[src/design/i2c_ctl_pkg.sv]
// package: register map, field positions, reset values and timing
package i2c_ctl_pkg;
  localparam int unsigned ADR_W = 4;
  localparam logic [3:0] CTRL_OFS = 4'h0;
  localparam logic [3:0] STAT_OFS = 4'h4;
  localparam int unsigned BIT_MST = 5;
  localparam int unsigned BIT_TRS = 4;
  localparam int unsigned BIT_ACK_CHECK_ENABLE = 3;
  localparam int unsigned BIT_BUS_BUSY_FLAG = 2;
  localparam int unsigned BIT_SCP = 0;
  localparam int unsigned STAT_RECEIVED_ACK_VALUE = 0;
  localparam int unsigned STAT_BUS_BUSY_FLAG = 1;
  localparam int unsigned STAT_MODE = 2;
  localparam int unsigned STAT_HELD = 4;
  localparam logic MST_RST = 1'b0;
  localparam logic TRS_RST = 1'b0;
  localparam logic ACK_CHECK_ENABLE_RST = 1'b0;
  localparam logic BUS_BUSY_FLAG_RST = 1'b0;
  localparam logic SCP_READ = 1'b1;
  localparam logic [1:0] MODE_SLAVE_RX = 2'h0;
  localparam logic [1:0] MODE_SLAVE_TX = 2'h1;
  localparam logic [1:0] MODE_MASTER_RX = 2'h2;
  localparam logic [1:0] MODE_MASTER_TX = 2'h3;
  localparam int unsigned MCLK_MHZ = 200;
  localparam int unsigned COND_HOLD_NS = 4000;
  localparam int unsigned COND_CNT_W = 10;
  // least time: round up to whole cycles
  localparam logic [COND_CNT_W-1:0] COND_HOLD_CYC =
    COND_CNT_W'((COND_HOLD_NS * MCLK_MHZ + 999) / 1000);
  localparam logic [COND_CNT_W-1:0] CNT_ZERO = 10'h000;
  localparam logic [COND_CNT_W-1:0] CNT_ONE = 10'h001;
  typedef enum logic [2:0] {
    CS_IDLE, CS_START_SDA, CS_START_SCL, CS_RS_SDA, CS_RS_SCL,
    CS_SP_SDA, CS_SP_SCL, CS_SP_REL
  } cond_state_t;
endpackage

[src/design/bus_line_if.sv]
// interface: synchronised line levels and detected bus conditions
`timescale 1ns/10ps
`default_nettype none
interface bus_line_if;
  logic scl_level;
  logic sda_level;
  logic start_det;
  logic stop_det;
  modport mon (output scl_level, output sda_level, output start_det,
    output stop_det);
  modport ctl (input scl_level, input sda_level, input start_det,
    input stop_det);
endinterface
`default_nettype wire

[src/design/i2c_mode_ctrl.sv]
// top: mode bits, ack check, start/stop issue and bus busy tracking
//
// Our own choices: the Wishbone slave port and the placing of the registers.
`timescale 1ns/10ps
`default_nettype none
module i2c_mode_ctrl (
  input wire logic i_mclk,
  input wire logic i_sys_rst,
  input wire logic i_wb_cyc,
  input wire logic i_wb_stb,
  input wire logic i_wb_we,
  input wire logic [3:0] i_wb_adr,
  input wire logic [3:0] i_wb_sel,
  input wire logic [31:0] i_wb_dat,
  output logic [31:0] o_wb_dat,
  output logic o_wb_ack,
  input wire logic i_scl,
  input wire logic i_sda,
  output logic o_scl,
  output logic o_scl_oe,
  output logic o_sda,
  output logic o_sda_oe,
  input wire logic i_arb_lost,
  input wire logic i_addr_match,
  input wire logic i_rw_bit,
  input wire logic i_ack_valid,
  input wire logic i_ack_bit,
  input wire logic i_xfer_active,
  output logic o_master_select,
  output logic o_transmit_select,
  output logic [1:0] o_mode,
  output logic o_ack_check_enable,
  output logic o_received_ack_value,
  output logic o_halt_transfer,
  output logic o_bus_busy_flag,
  output logic o_cond_busy
);
  bus_line_if lines ();

  bus_line_monitor u_mon (
    .i_mclk(i_mclk),
    .i_sys_rst(i_sys_rst),
    .i_scl(i_scl),
    .i_sda(i_sda),
    .lines(lines.mon)
  );

  logic ack_q, ack_d;
  logic [31:0] rdat_q, rdat_d;
  logic mst_q, mst_d, mst_lock_q, mst_lock_d;
  logic trs_q, trs_d, trs_al_lock_q, trs_al_lock_d;
  logic trs_hw_lock_q, trs_hw_lock_d;
  logic trs_pend_q, trs_pend_d, trs_pval_q, trs_pval_d;
  logic ack_check_enable_q, ack_check_enable_d, received_ack_value_q, received_ack_value_d;
  logic bus_busy_flag_q, bus_busy_flag_d;
  logic held_q, held_d;
  logic scl_oe_q, scl_oe_d, sda_oe_q, sda_oe_d;
  logic [i2c_ctl_pkg::COND_CNT_W-1:0] cnt_q, cnt_d;
  i2c_ctl_pkg::cond_state_t st_q, st_d;
  logic access, wr_ctrl, rd_ctrl;
  logic [7:0] wd;
  logic [7:0] ctrl_view;
  logic [1:0] mode;
  logic trs_sw_ok, start_req, stop_req, cnt_done;

  // one access per request: taken while ack is low, answered next cycle
  assign access = i_wb_cyc && i_wb_stb && !ack_q;
  assign wd = i_wb_dat[7:0];
  assign wr_ctrl = access && i_wb_we && i_wb_sel[0]
    && (i_wb_adr == i2c_ctl_pkg::CTRL_OFS);
  assign rd_ctrl = access && !i_wb_we
    && (i_wb_adr == i2c_ctl_pkg::CTRL_OFS);
  assign mode = {mst_q, trs_q};

  always_comb begin
    ctrl_view = 8'h00;
    ctrl_view[i2c_ctl_pkg::BIT_MST] = mst_q;
    ctrl_view[i2c_ctl_pkg::BIT_TRS] = trs_q;
    ctrl_view[i2c_ctl_pkg::BIT_ACK_CHECK_ENABLE] = ack_check_enable_q;
    ctrl_view[i2c_ctl_pkg::BIT_BUS_BUSY_FLAG] = bus_busy_flag_q;
    ctrl_view[i2c_ctl_pkg::BIT_SCP] = i2c_ctl_pkg::SCP_READ;
  end

  always_comb begin
    ack_d = access;
    rdat_d = rdat_q;
    if (access && !i_wb_we) begin
      rdat_d = 32'h0000_0000;
      if (i_wb_adr == i2c_ctl_pkg::CTRL_OFS) begin
        rdat_d[7:0] = ctrl_view;
      end else if (i_wb_adr == i2c_ctl_pkg::STAT_OFS) begin
        rdat_d[i2c_ctl_pkg::STAT_RECEIVED_ACK_VALUE] = ack_check_enable_q && received_ack_value_q;
        rdat_d[i2c_ctl_pkg::STAT_BUS_BUSY_FLAG] = bus_busy_flag_q;
        rdat_d[i2c_ctl_pkg::STAT_MODE +: 2] = mode;
        rdat_d[i2c_ctl_pkg::STAT_HELD] = held_q;
      end
    end
  end

  // mode bits; hardware events win over a software write in the same cycle
  always_comb begin
    mst_d = mst_q;
    mst_lock_d = mst_lock_q;
    if (rd_ctrl && !mst_q) begin
      mst_lock_d = 1'b0;
    end
    if (wr_ctrl) begin
      if (!wd[i2c_ctl_pkg::BIT_MST]) begin
        mst_d = 1'b0;
      end else if (!mst_lock_q) begin
        mst_d = 1'b1;
      end
    end
    if (i_arb_lost && mst_q) begin
      mst_d = 1'b0;
      mst_lock_d = 1'b1;
    end
  end

  always_comb begin
    trs_d = trs_q;
    trs_al_lock_d = trs_al_lock_q;
    trs_hw_lock_d = trs_hw_lock_q;
    trs_pend_d = trs_pend_q;
    trs_pval_d = trs_pval_q;
    if (rd_ctrl && !trs_q) begin
      trs_al_lock_d = 1'b0;
    end
    if (rd_ctrl && trs_q) begin
      trs_hw_lock_d = 1'b0;
    end
    trs_sw_ok = wr_ctrl && (wd[i2c_ctl_pkg::BIT_TRS] ?
      !trs_al_lock_q : !trs_hw_lock_q);
    if (trs_sw_ok) begin
      if (i_xfer_active) begin
        trs_pend_d = 1'b1;
        trs_pval_d = wd[i2c_ctl_pkg::BIT_TRS];
      end else begin
        trs_d = wd[i2c_ctl_pkg::BIT_TRS];
        trs_pend_d = 1'b0;
      end
    end else if (trs_pend_q && !i_xfer_active) begin
      trs_d = trs_pval_q;
      trs_pend_d = 1'b0;
    end
    if (i_addr_match && !mst_q && i_rw_bit) begin
      trs_d = 1'b1;
      trs_hw_lock_d = 1'b1;
      trs_pend_d = 1'b0;
    end
    if (i_arb_lost && mst_q) begin
      trs_d = 1'b0;
      trs_al_lock_d = 1'b1;
      trs_pend_d = 1'b0;
    end
  end

  // ack check: with checking off the received value is always recorded as 0
  always_comb begin
    ack_check_enable_d = ack_check_enable_q;
    received_ack_value_d = received_ack_value_q;
    if (wr_ctrl) begin
      ack_check_enable_d = wd[i2c_ctl_pkg::BIT_ACK_CHECK_ENABLE];
    end
    if (i_ack_valid) begin
      received_ack_value_d = ack_check_enable_q && i_ack_bit;
    end
  end

  // bus busy follows only the line conditions, never a register write
  always_comb begin
    bus_busy_flag_d = bus_busy_flag_q;
    if (lines.start_det) begin
      bus_busy_flag_d = 1'b1;
    end else if (lines.stop_det) begin
      bus_busy_flag_d = 1'b0;
    end
  end

  // requests while a condition is in progress are dropped
  assign start_req = wr_ctrl && mst_q && !wd[i2c_ctl_pkg::BIT_SCP]
    && wd[i2c_ctl_pkg::BIT_BUS_BUSY_FLAG];
  assign stop_req = wr_ctrl && mst_q && !wd[i2c_ctl_pkg::BIT_SCP]
    && !wd[i2c_ctl_pkg::BIT_BUS_BUSY_FLAG];
  assign cnt_done = (cnt_q == i2c_ctl_pkg::CNT_ZERO);

  always_comb begin
    st_d = st_q;
    held_d = held_q;
    cnt_d = cnt_done ? cnt_q : cnt_q - i2c_ctl_pkg::CNT_ONE;
    case (st_q)
      i2c_ctl_pkg::CS_IDLE: begin
        if (start_req && held_q) begin
          st_d = i2c_ctl_pkg::CS_RS_SDA;
        end else if (start_req && !bus_busy_flag_q) begin
          st_d = i2c_ctl_pkg::CS_START_SDA;
        end else if (stop_req && held_q) begin
          st_d = i2c_ctl_pkg::CS_SP_SDA;
        end
      end
      i2c_ctl_pkg::CS_START_SDA: begin
        if (cnt_done) begin
          st_d = i2c_ctl_pkg::CS_START_SCL;
        end
      end
      i2c_ctl_pkg::CS_START_SCL: begin
        if (cnt_done) begin
          st_d = i2c_ctl_pkg::CS_IDLE;
          held_d = 1'b1;
        end
      end
      i2c_ctl_pkg::CS_RS_SDA: begin
        if (cnt_done) begin
          st_d = i2c_ctl_pkg::CS_RS_SCL;
        end
      end
      i2c_ctl_pkg::CS_RS_SCL: begin
        if (cnt_done) begin
          st_d = i2c_ctl_pkg::CS_START_SDA;
        end
      end
      i2c_ctl_pkg::CS_SP_SDA: begin
        if (cnt_done) begin
          st_d = i2c_ctl_pkg::CS_SP_SCL;
        end
      end
      i2c_ctl_pkg::CS_SP_SCL: begin
        if (cnt_done) begin
          st_d = i2c_ctl_pkg::CS_SP_REL;
        end
      end
      i2c_ctl_pkg::CS_SP_REL: begin
        if (cnt_done) begin
          st_d = i2c_ctl_pkg::CS_IDLE;
          held_d = 1'b0;
        end
      end
      default: begin
        st_d = i2c_ctl_pkg::CS_IDLE;
      end
    endcase
    // losing arbitration lets go of both lines at once
    if (i_arb_lost && mst_q) begin
      st_d = i2c_ctl_pkg::CS_IDLE;
      held_d = 1'b0;
    end
    if (st_d != st_q) begin
      cnt_d = i2c_ctl_pkg::COND_HOLD_CYC - i2c_ctl_pkg::CNT_ONE;
    end
    case (st_d)
      i2c_ctl_pkg::CS_IDLE: begin
        scl_oe_d = held_d;
        sda_oe_d = 1'b0;
      end
      i2c_ctl_pkg::CS_START_SDA: begin
        scl_oe_d = 1'b0;
        sda_oe_d = 1'b1;
      end
      i2c_ctl_pkg::CS_START_SCL, i2c_ctl_pkg::CS_SP_SDA: begin
        scl_oe_d = 1'b1;
        sda_oe_d = 1'b1;
      end
      i2c_ctl_pkg::CS_RS_SDA: begin
        scl_oe_d = 1'b1;
        sda_oe_d = 1'b0;
      end
      i2c_ctl_pkg::CS_SP_SCL: begin
        scl_oe_d = 1'b0;
        sda_oe_d = 1'b1;
      end
      default: begin
        scl_oe_d = 1'b0;
        sda_oe_d = 1'b0;
      end
    endcase
  end

  always_ff @(posedge i_mclk) begin
    if (i_sys_rst) begin
      ack_q <= 1'b0;
      rdat_q <= 32'h0000_0000;
      mst_q <= i2c_ctl_pkg::MST_RST;
      mst_lock_q <= 1'b0;
      trs_q <= i2c_ctl_pkg::TRS_RST;
      trs_al_lock_q <= 1'b0;
      trs_hw_lock_q <= 1'b0;
      trs_pend_q <= 1'b0;
      trs_pval_q <= 1'b0;
      ack_check_enable_q <= i2c_ctl_pkg::ACK_CHECK_ENABLE_RST;
      received_ack_value_q <= 1'b0;
      bus_busy_flag_q <= i2c_ctl_pkg::BUS_BUSY_FLAG_RST;
      held_q <= 1'b0;
      scl_oe_q <= 1'b0;
      sda_oe_q <= 1'b0;
      cnt_q <= i2c_ctl_pkg::CNT_ZERO;
      st_q <= i2c_ctl_pkg::CS_IDLE;
    end else begin
      ack_q <= ack_d;
      rdat_q <= rdat_d;
      mst_q <= mst_d;
      mst_lock_q <= mst_lock_d;
      trs_q <= trs_d;
      trs_al_lock_q <= trs_al_lock_d;
      trs_hw_lock_q <= trs_hw_lock_d;
      trs_pend_q <= trs_pend_d;
      trs_pval_q <= trs_pval_d;
      ack_check_enable_q <= ack_check_enable_d;
      received_ack_value_q <= received_ack_value_d;
      bus_busy_flag_q <= bus_busy_flag_d;
      held_q <= held_d;
      scl_oe_q <= scl_oe_d;
      sda_oe_q <= sda_oe_d;
      cnt_q <= cnt_d;
      st_q <= st_d;
    end
  end

  // open drain: the pins only ever pull low
  assign o_scl = 1'b0;
  assign o_sda = 1'b0;
  assign o_scl_oe = scl_oe_q;
  assign o_sda_oe = sda_oe_q;
  assign o_wb_ack = ack_q;
  assign o_wb_dat = rdat_q;
  assign o_master_select = mst_q;
  assign o_transmit_select = trs_q;
  assign o_mode = mode;
  assign o_ack_check_enable = ack_check_enable_q;
  assign o_received_ack_value = ack_check_enable_q && received_ack_value_q;
  assign o_halt_transfer = ack_check_enable_q && received_ack_value_q;
  assign o_bus_busy_flag = bus_busy_flag_q;
  assign o_cond_busy = (st_q != i2c_ctl_pkg::CS_IDLE);
endmodule
`default_nettype wire

[src/design/bus_line_monitor.sv]
// module: line synchronisers and start/stop condition detector
`timescale 1ns/10ps
`default_nettype none
module bus_line_monitor (
  input wire logic i_mclk,
  input wire logic i_sys_rst,
  input wire logic i_scl,
  input wire logic i_sda,
  bus_line_if.mon lines
);
  logic [1:0] scl_meta_q, scl_meta_d;
  logic [1:0] sda_meta_q, sda_meta_d;
  logic scl_prev_q, scl_prev_d;
  logic sda_prev_q, sda_prev_d;
  logic start_q, start_d;
  logic stop_q, stop_d;

  // first stage feeds only the second; edges look at stage two and later
  always_comb begin
    scl_meta_d = {scl_meta_q[0], i_scl};
    sda_meta_d = {sda_meta_q[0], i_sda};
    scl_prev_d = scl_meta_q[1];
    sda_prev_d = sda_meta_q[1];
    start_d = scl_meta_q[1] && scl_prev_q && sda_prev_q
      && !sda_meta_q[1];
    stop_d = scl_meta_q[1] && scl_prev_q && !sda_prev_q
      && sda_meta_q[1];
  end

  always_ff @(posedge i_mclk) begin
    if (i_sys_rst) begin
      scl_meta_q <= 2'h3;
      sda_meta_q <= 2'h3;
      scl_prev_q <= 1'b1;
      sda_prev_q <= 1'b1;
      start_q <= 1'b0;
      stop_q <= 1'b0;
    end else begin
      scl_meta_q <= scl_meta_d;
      sda_meta_q <= sda_meta_d;
      scl_prev_q <= scl_prev_d;
      sda_prev_q <= sda_prev_d;
      start_q <= start_d;
      stop_q <= stop_d;
    end
  end

  assign lines.scl_level = scl_prev_q;
  assign lines.sda_level = sda_prev_q;
  assign lines.start_det = start_q;
  assign lines.stop_det = stop_q;
endmodule
`default_nettype wire

[config.mk]
export PLATFORM = sky130hd
export DESIGN_NAME = i2c_mode_ctrl
export DESIGN_NICKNAME = d
export VERILOG_FILES = /design/src/design/i2c_ctl_pkg.sv /design/src/design/bus_line_if.sv /design/src/design/i2c_mode_ctrl.sv /design/src/design/bus_line_monitor.sv
export SDC_FILE = /design/constraint.sdc
export NUM_CORES = 1
export LEC_CHECK = 0
export ABC_CLOCK_PERIOD_IN_PS = 3000
export BUFFER_PORTS_ARGS = -buffer_cell sky130_fd_sc_hd__buf_4
export CORE_UTILIZATION = 40
export DETAILED_ROUTE_END_ITERATION = 7
export GPL_TIMING_DRIVEN = 0
export PLACE_DENSITY_LB_ADDON = 0.12
export SLEW_MARGIN = 30
export SYNTH_ARGS = -nofsm -noshare
export SYNTH_HDL_FRONTEND = slang
export SYNTH_SLANG_ARGS = --single-unit
[constraint.sdc]
create_clock -name i_mclk -period 3 [get_ports i_mclk]
set_input_delay 0.3 -clock i_mclk [delete_from_list [all_inputs] [get_ports i_mclk]]
set_output_delay 0.3 -clock i_mclk [all_outputs]
set_load 0.1 [all_outputs]
Yosys cells after proc, flatten, opt, wreduce, memory -nomap -nowiden. Index checks and enable logic that the tools add are counted.

Logic and storage cells: 143. Output and inout bits: 46. Input port bits: 53. Flip-flop bits (word level): 43.

Mux-type cells: 40. Reduce and logical (&&, ||, !) cells: 61. Equality and inequality tests: 17. Add/sub/neg operators: 1.

Operator list (number): 3-bit 2-to-1 mux (10); 1-bit logical AND (29); 1-bit 2-to-1 mux (23); 3-bit one-hot mux with 7 select lines (1); 10-bit 2-to-1 mux (2); 3-bit equality test (second input constant) (6); 3-bit by 2-bit equality test with 1-bit output (second input constant) (4); 1-bit logical NOT (12); 10-bit logical NOT (1); 5-bit 2-to-1 mux (2); 2-bit nonzero test (5); 10-bit by 1-bit subtractor with 10-bit output (second input constant) (1); 3-bit by 1-bit equality test with 1-bit output (second input constant) (2); 3-bit logical NOT (2); 2-bit AND reduction (3); 3-bit nonzero test (2); 2-bit OR reduction (3); 3-bit OR reduction (2); 4-bit by 3-bit equality test with 1-bit output (second input constant) (1); 4-bit logical NOT (1); 1-bit one-hot mux with 2 select lines (2); 4-bit OR reduction (1); 3-bit by 2-bit != test with 1-bit output (second input constant) (1); 3-bit != test (1); 2 further kinds (2).

Longest topological paths before layout.
Depth after elaboration: 17. Depth in mapped cells: 11. Gate-level depth less buffers: 11.

Hierarchy. From an unflattened synthesis, not the netlist that was laid out.

Cell total of the unflattened synthesis: 271. Area, all modules: 2381.0 um2.

Modules (own cells, without submodules): i2c_mode_ctrl (cells each 253, sequential area each 660.6 um2, area an instance 2154.6 um2, instances 1); bus_line_monitor (cells each 18, sequential area each 160.2 um2, area an instance 226.5 um2, instances 1).

Least setup slack after synthesis. Ideal clock, no wire load.

Kind: reg2out. Start: register ack_check_enable_q, in the netlist o_ack_check_enable. End: output port o_received_ack_value. Cell stages (with the launch flop): 3. Arrival time: 2.309 ns. Slack: 0.391 ns. Data required time: 2.700 ns. Buffers on the path: 1. Path through: dfxtp_1 -> and2_1 -> buf_4.

Cells in the longest elaborated chain, start to end: 1.

Ends and longest elaborated chain: start: declaration (line i2c_mode_ctrl.sv:54) `logic ack_check_enable_q, ack_check_enable_d, received_ack_value_q, received_ack_value_d;`; start signal: assignment (line i2c_mode_ctrl.sv:289) `ack_check_enable_q <= i2c_ctl_pkg::ACK_CHECK_ENABLE_RST;`; start signal: assignment (line i2c_mode_ctrl.sv:307) `ack_check_enable_q <= ack_check_enable_d;`; 1-bit logical AND; end: declaration (line i2c_mode_ctrl.sv:33) `output logic o_received_ack_value,`.

No other way between the ends.

Final worst setup path.
Start: register cnt_q[0] (netlist name). End: register scl_oe_q, in the netlist o_scl_oe.

Cells in the longest elaborated chain, start to end: 7. Elaborated cells on any way between the ends: 19. Those cells by class: eq/ne (3); mux (13); reduce/logical (3).

Ends and longest elaborated chain: start: declaration (line i2c_mode_ctrl.sv:58) `logic [i2c_ctl_pkg::COND_CNT_W-1:0] cnt_q, cnt_d;`; start signal: assignment (line i2c_mode_ctrl.sv:295) `cnt_q <= i2c_ctl_pkg::CNT_ZERO;`; start signal: assignment (line i2c_mode_ctrl.sv:313) `cnt_q <= cnt_d;`; 10-bit logical NOT * (line i2c_mode_ctrl.sv:185) `assign cnt_done = (cnt_q == i2c_ctl_pkg::CNT_ZERO);`; 3-bit 2-to-1 mux (tied with other cells) (line i2c_mode_ctrl.sv:207, i2c_mode_ctrl.sv:233); 3-bit one-hot mux with 7 select lines (line i2c_mode_ctrl.sv:191) `case (st_q)`; 3-bit 2-to-1 mux (line i2c_mode_ctrl.sv:243) `if (i_arb_lost && mst_q) begin`; 3-bit by 2-bit equality test with 1-bit output / 3-bit equality test (equally long branches) (line i2c_mode_ctrl.sv:250) `case (st_d)`; 3-bit OR reduction (no line); 1-bit one-hot mux with 2 select lines * (line i2c_mode_ctrl.sv:250); end signal: assignment (line i2c_mode_ctrl.sv:311) `scl_oe_q <= scl_oe_d;`; end: declaration (line i2c_mode_ctrl.sv:57) `logic scl_oe_q, scl_oe_d, sda_oe_q, sda_oe_d;`.

Every way passes the cells marked *; elsewhere a longest branch is shown, timed or not. A chain may end at the register's enable or synchronous reset.

==> results.toml <==
[logic_synthesis]
synth_seq_cells = 41
yosysTopAreaCellShare_pct = 36.2
ys_seq_area_share_pct = 36.2
synth_xor_area_share_pct = 2.32
synth_largest_area_cell = "dfxtp_1"
syn_avg_cell_area_sq_um = 8.45
ys_warn_count = 0
synthAdderAreaFrac_pct = 3.31
synth_cells = 268
ys_types = 55
yosys.area_share.simple_pct = 25.7
synthFlopType = "dfxtp_1"
yosysMostFrequentCell = "dfxtp_1"
synth_top_family_by_area = "simple AND/OR/NAND/NOR gates"
async_flop_share_pct = 0
synth_compound_area_share_pct = 17.3
synth_common_cells = "dfxtp_1 (41), buf_4 (31), nor2_1 (21), nand2_1 (15), a21oi_1 (14)"
synth-edff-count = 0
synthMuxAreaShare_pct = 0.884
synth.top_cells.by_area = "dfxtp_1 (36%), buf_4 (10%), nor2_1 (3.5%)"
synth_area_sq_mm = 0.00226

[floorplanning]
chipWidth_microns = 77.2
num_io_pins = 99
start_util_pct = 41.4
core_area_sq_mm = 0.00547
die_area_sq_mm = 0.00597
num_rows = 27
die_h_microns = 77.2

[placed_design]
gp_congestion = 0.828
pre_cts_slack_ps = 185
dpl_cell_area_sq_mm = 0.00276
dp_hpwl_microns = 3740
port_buffers = 40

[global_routing]
antenna_found_initial = 0
gr-total-overflow = 0
track_usage_pct = 18.3
grt_use_met2_pct = 29.8
busiest_layer = "met2"
grt_pass1_vias = 1817
met3_usage_pct = 5.12
met1_usage_pct = 23.3
grt_pass1_wl_microns = 8580
grt_max_degree = 13

[critical_path]
path_cells = "inv_1, ha_1, or3b_1, nor3_1, nor2_1, o21ai_1, ha_1, nand2_1, a31oi_1, nor3_1, a221oi_2"
worstSetupPathType = "register to register"
cp-end-kind = "register"
arrival_ps = 2910
cpMaxStageDelayCell = "nor3_1"
cp-startpoint = "cnt_q[0]"
cp_max_fo = 4
required_ps = 3220
cp-start-kind = "register"
cp_slowest_stage_delay_ps = 480
reg2reg_from = "cnt_q[0]"

[clocking]
root_buffer = "clkbuf_8"
clock_path_buffers = 2
postCtsSetupBuffers = 0
htree_levels = 2
clk_pin_slew_ps = 80
holdBufCountCts = 0
cts_tree = "done"
clk_latency_ps = 300
cts_sinks = 41
cts_made_buffers = 5
cts_resized = 0

[timing]
worstMarginPinSlew_ps = 832
rsz0062_at_grt = "false"
min_period_ps = 2690
setup_viol = 0
final_max_slew_viol_count = 0
finalCritPeriodShare_pct = 89.6
max_slew_margin_pct = 43.7
setup_tns_ps = 0
skew_ps = 6.30
final-hold-violation-count = 0
hold_slack_ps = 178
timing.fmax_mhz = 372
timing.final.ws_setup_ps = 311

[route]
detail-route-antenna-nets = 0
dr.pass1.iters = 4
routed_wirelength_microns = 5080
post-route-drc-count = 0
num_vias = 1994
avgRoutedWirePerCell_microns = 12.3
viasPerCell = 4.82
drt_first_iter_violations = 79

[layout]
syn2layout_area_growth_pct = 26.3
multi_input_area_sq_mm = 0.00123
ff_latch_area_sq_um = 821
finish.instance_area_sq_mm = 0.00286
fill_cells = 536
diodes = 0
final_net_count = 401
drive_gt1_share_pct = 28.4

[power]
vdd.ir_drop.worst_mv = 0.445
finalPower_mw = 1.97
power.density_mw_per_mm2 = 690
p_leak_nw = 1.29

[hold_path]
hold_path.class = "input pin to register"
hold_start = "i_scl"

[run_status]
status = "complete, no violations"

[job]
drv_cap = 0
layout by cell type, fill, tap and decap left out, types with 6 or more instances in the layout:
cell      n
nor2_1   21
dfxtp_1  41
nand3_1  11
nor3_1    7
conb_1   28
nand2_1  15
nand4_1   6
or2_2     7
ha_1      6
buf_4    71
inv_1    11
o21ai_0  10
a31oi_1   8
a21oi_1  14
worst paths after layout:
check / end / slack (ps) / depth (start not counted)
max: o_scl_oe / 310 / 11
min: u_mon.scl_meta_q[0] / 180 / 2
max reg2reg: o_scl_oe / 310 / 11
min reg2reg: u_mon.sda_meta_q[1] / 410 / 1
layout make-up:
type	count	area share [%]
multi-input combinational	202	43.0
sequential	41	28.7
timing repair buffer	40	10.5
buffer	41	9.62
tap	72	3.15
clock buffer	5	2.41
inverter	11	1.44
clock inverter	2	1.22
flip-flops by register name, summed over array words and instances, names as in the netlist, 2 cells and up:
signal / count
cnt_q: 10
o_wb_dat: 6
st_q: 3
u_mon.scl_meta_q: 2
u_mon.sda_meta_q: 2
worst max-delay path: cells and delay by family (launching register included):
family	cells	cell delay, ps
flops	1	330
simple gates	5	1110
fa+ha+maj	2	380
compound gates	3	680
buf+inv	1	110
logic make-up (layout without fill, tap and decap cells):
family,Yosys count,after routing
muxes,2,2
DFF,41,41
xor gates and xnor gates,6,6
adders and majority gates,6,6
and+or+nand+nor,103,103
other,1,28
AOI/OAI and AO/OA,57,57
buffers and inverters,52,99
power breakdown:
group	internal [mW]	total (mW)	switching, mW	leakage (nW)
registers	0.620	0.696	0.0763	0.335
clock network	0.242	0.435	0.193	0.0540
logic	0.300	0.843	0.543	0.903
metal layers:
metal,routed length (microns),up-vias
met4,64,0
met5,0,-
li1,-,1051
met1,2390,881
met3,308,7
met2,2310,55
metrics by stage:
| stage | instances | utilization, % |
|---|---|---|
| floorplan | 295 | - |
| global placement | 407 | 50.4 |
| detailed placement | 407 | 50.4 |
| CTS | 414 | 52.3 |
| global route | 414 | 52.3 |
| finish | 414 | 52.3 |
No activity file was read; power rests on OpenSTA's default activity.
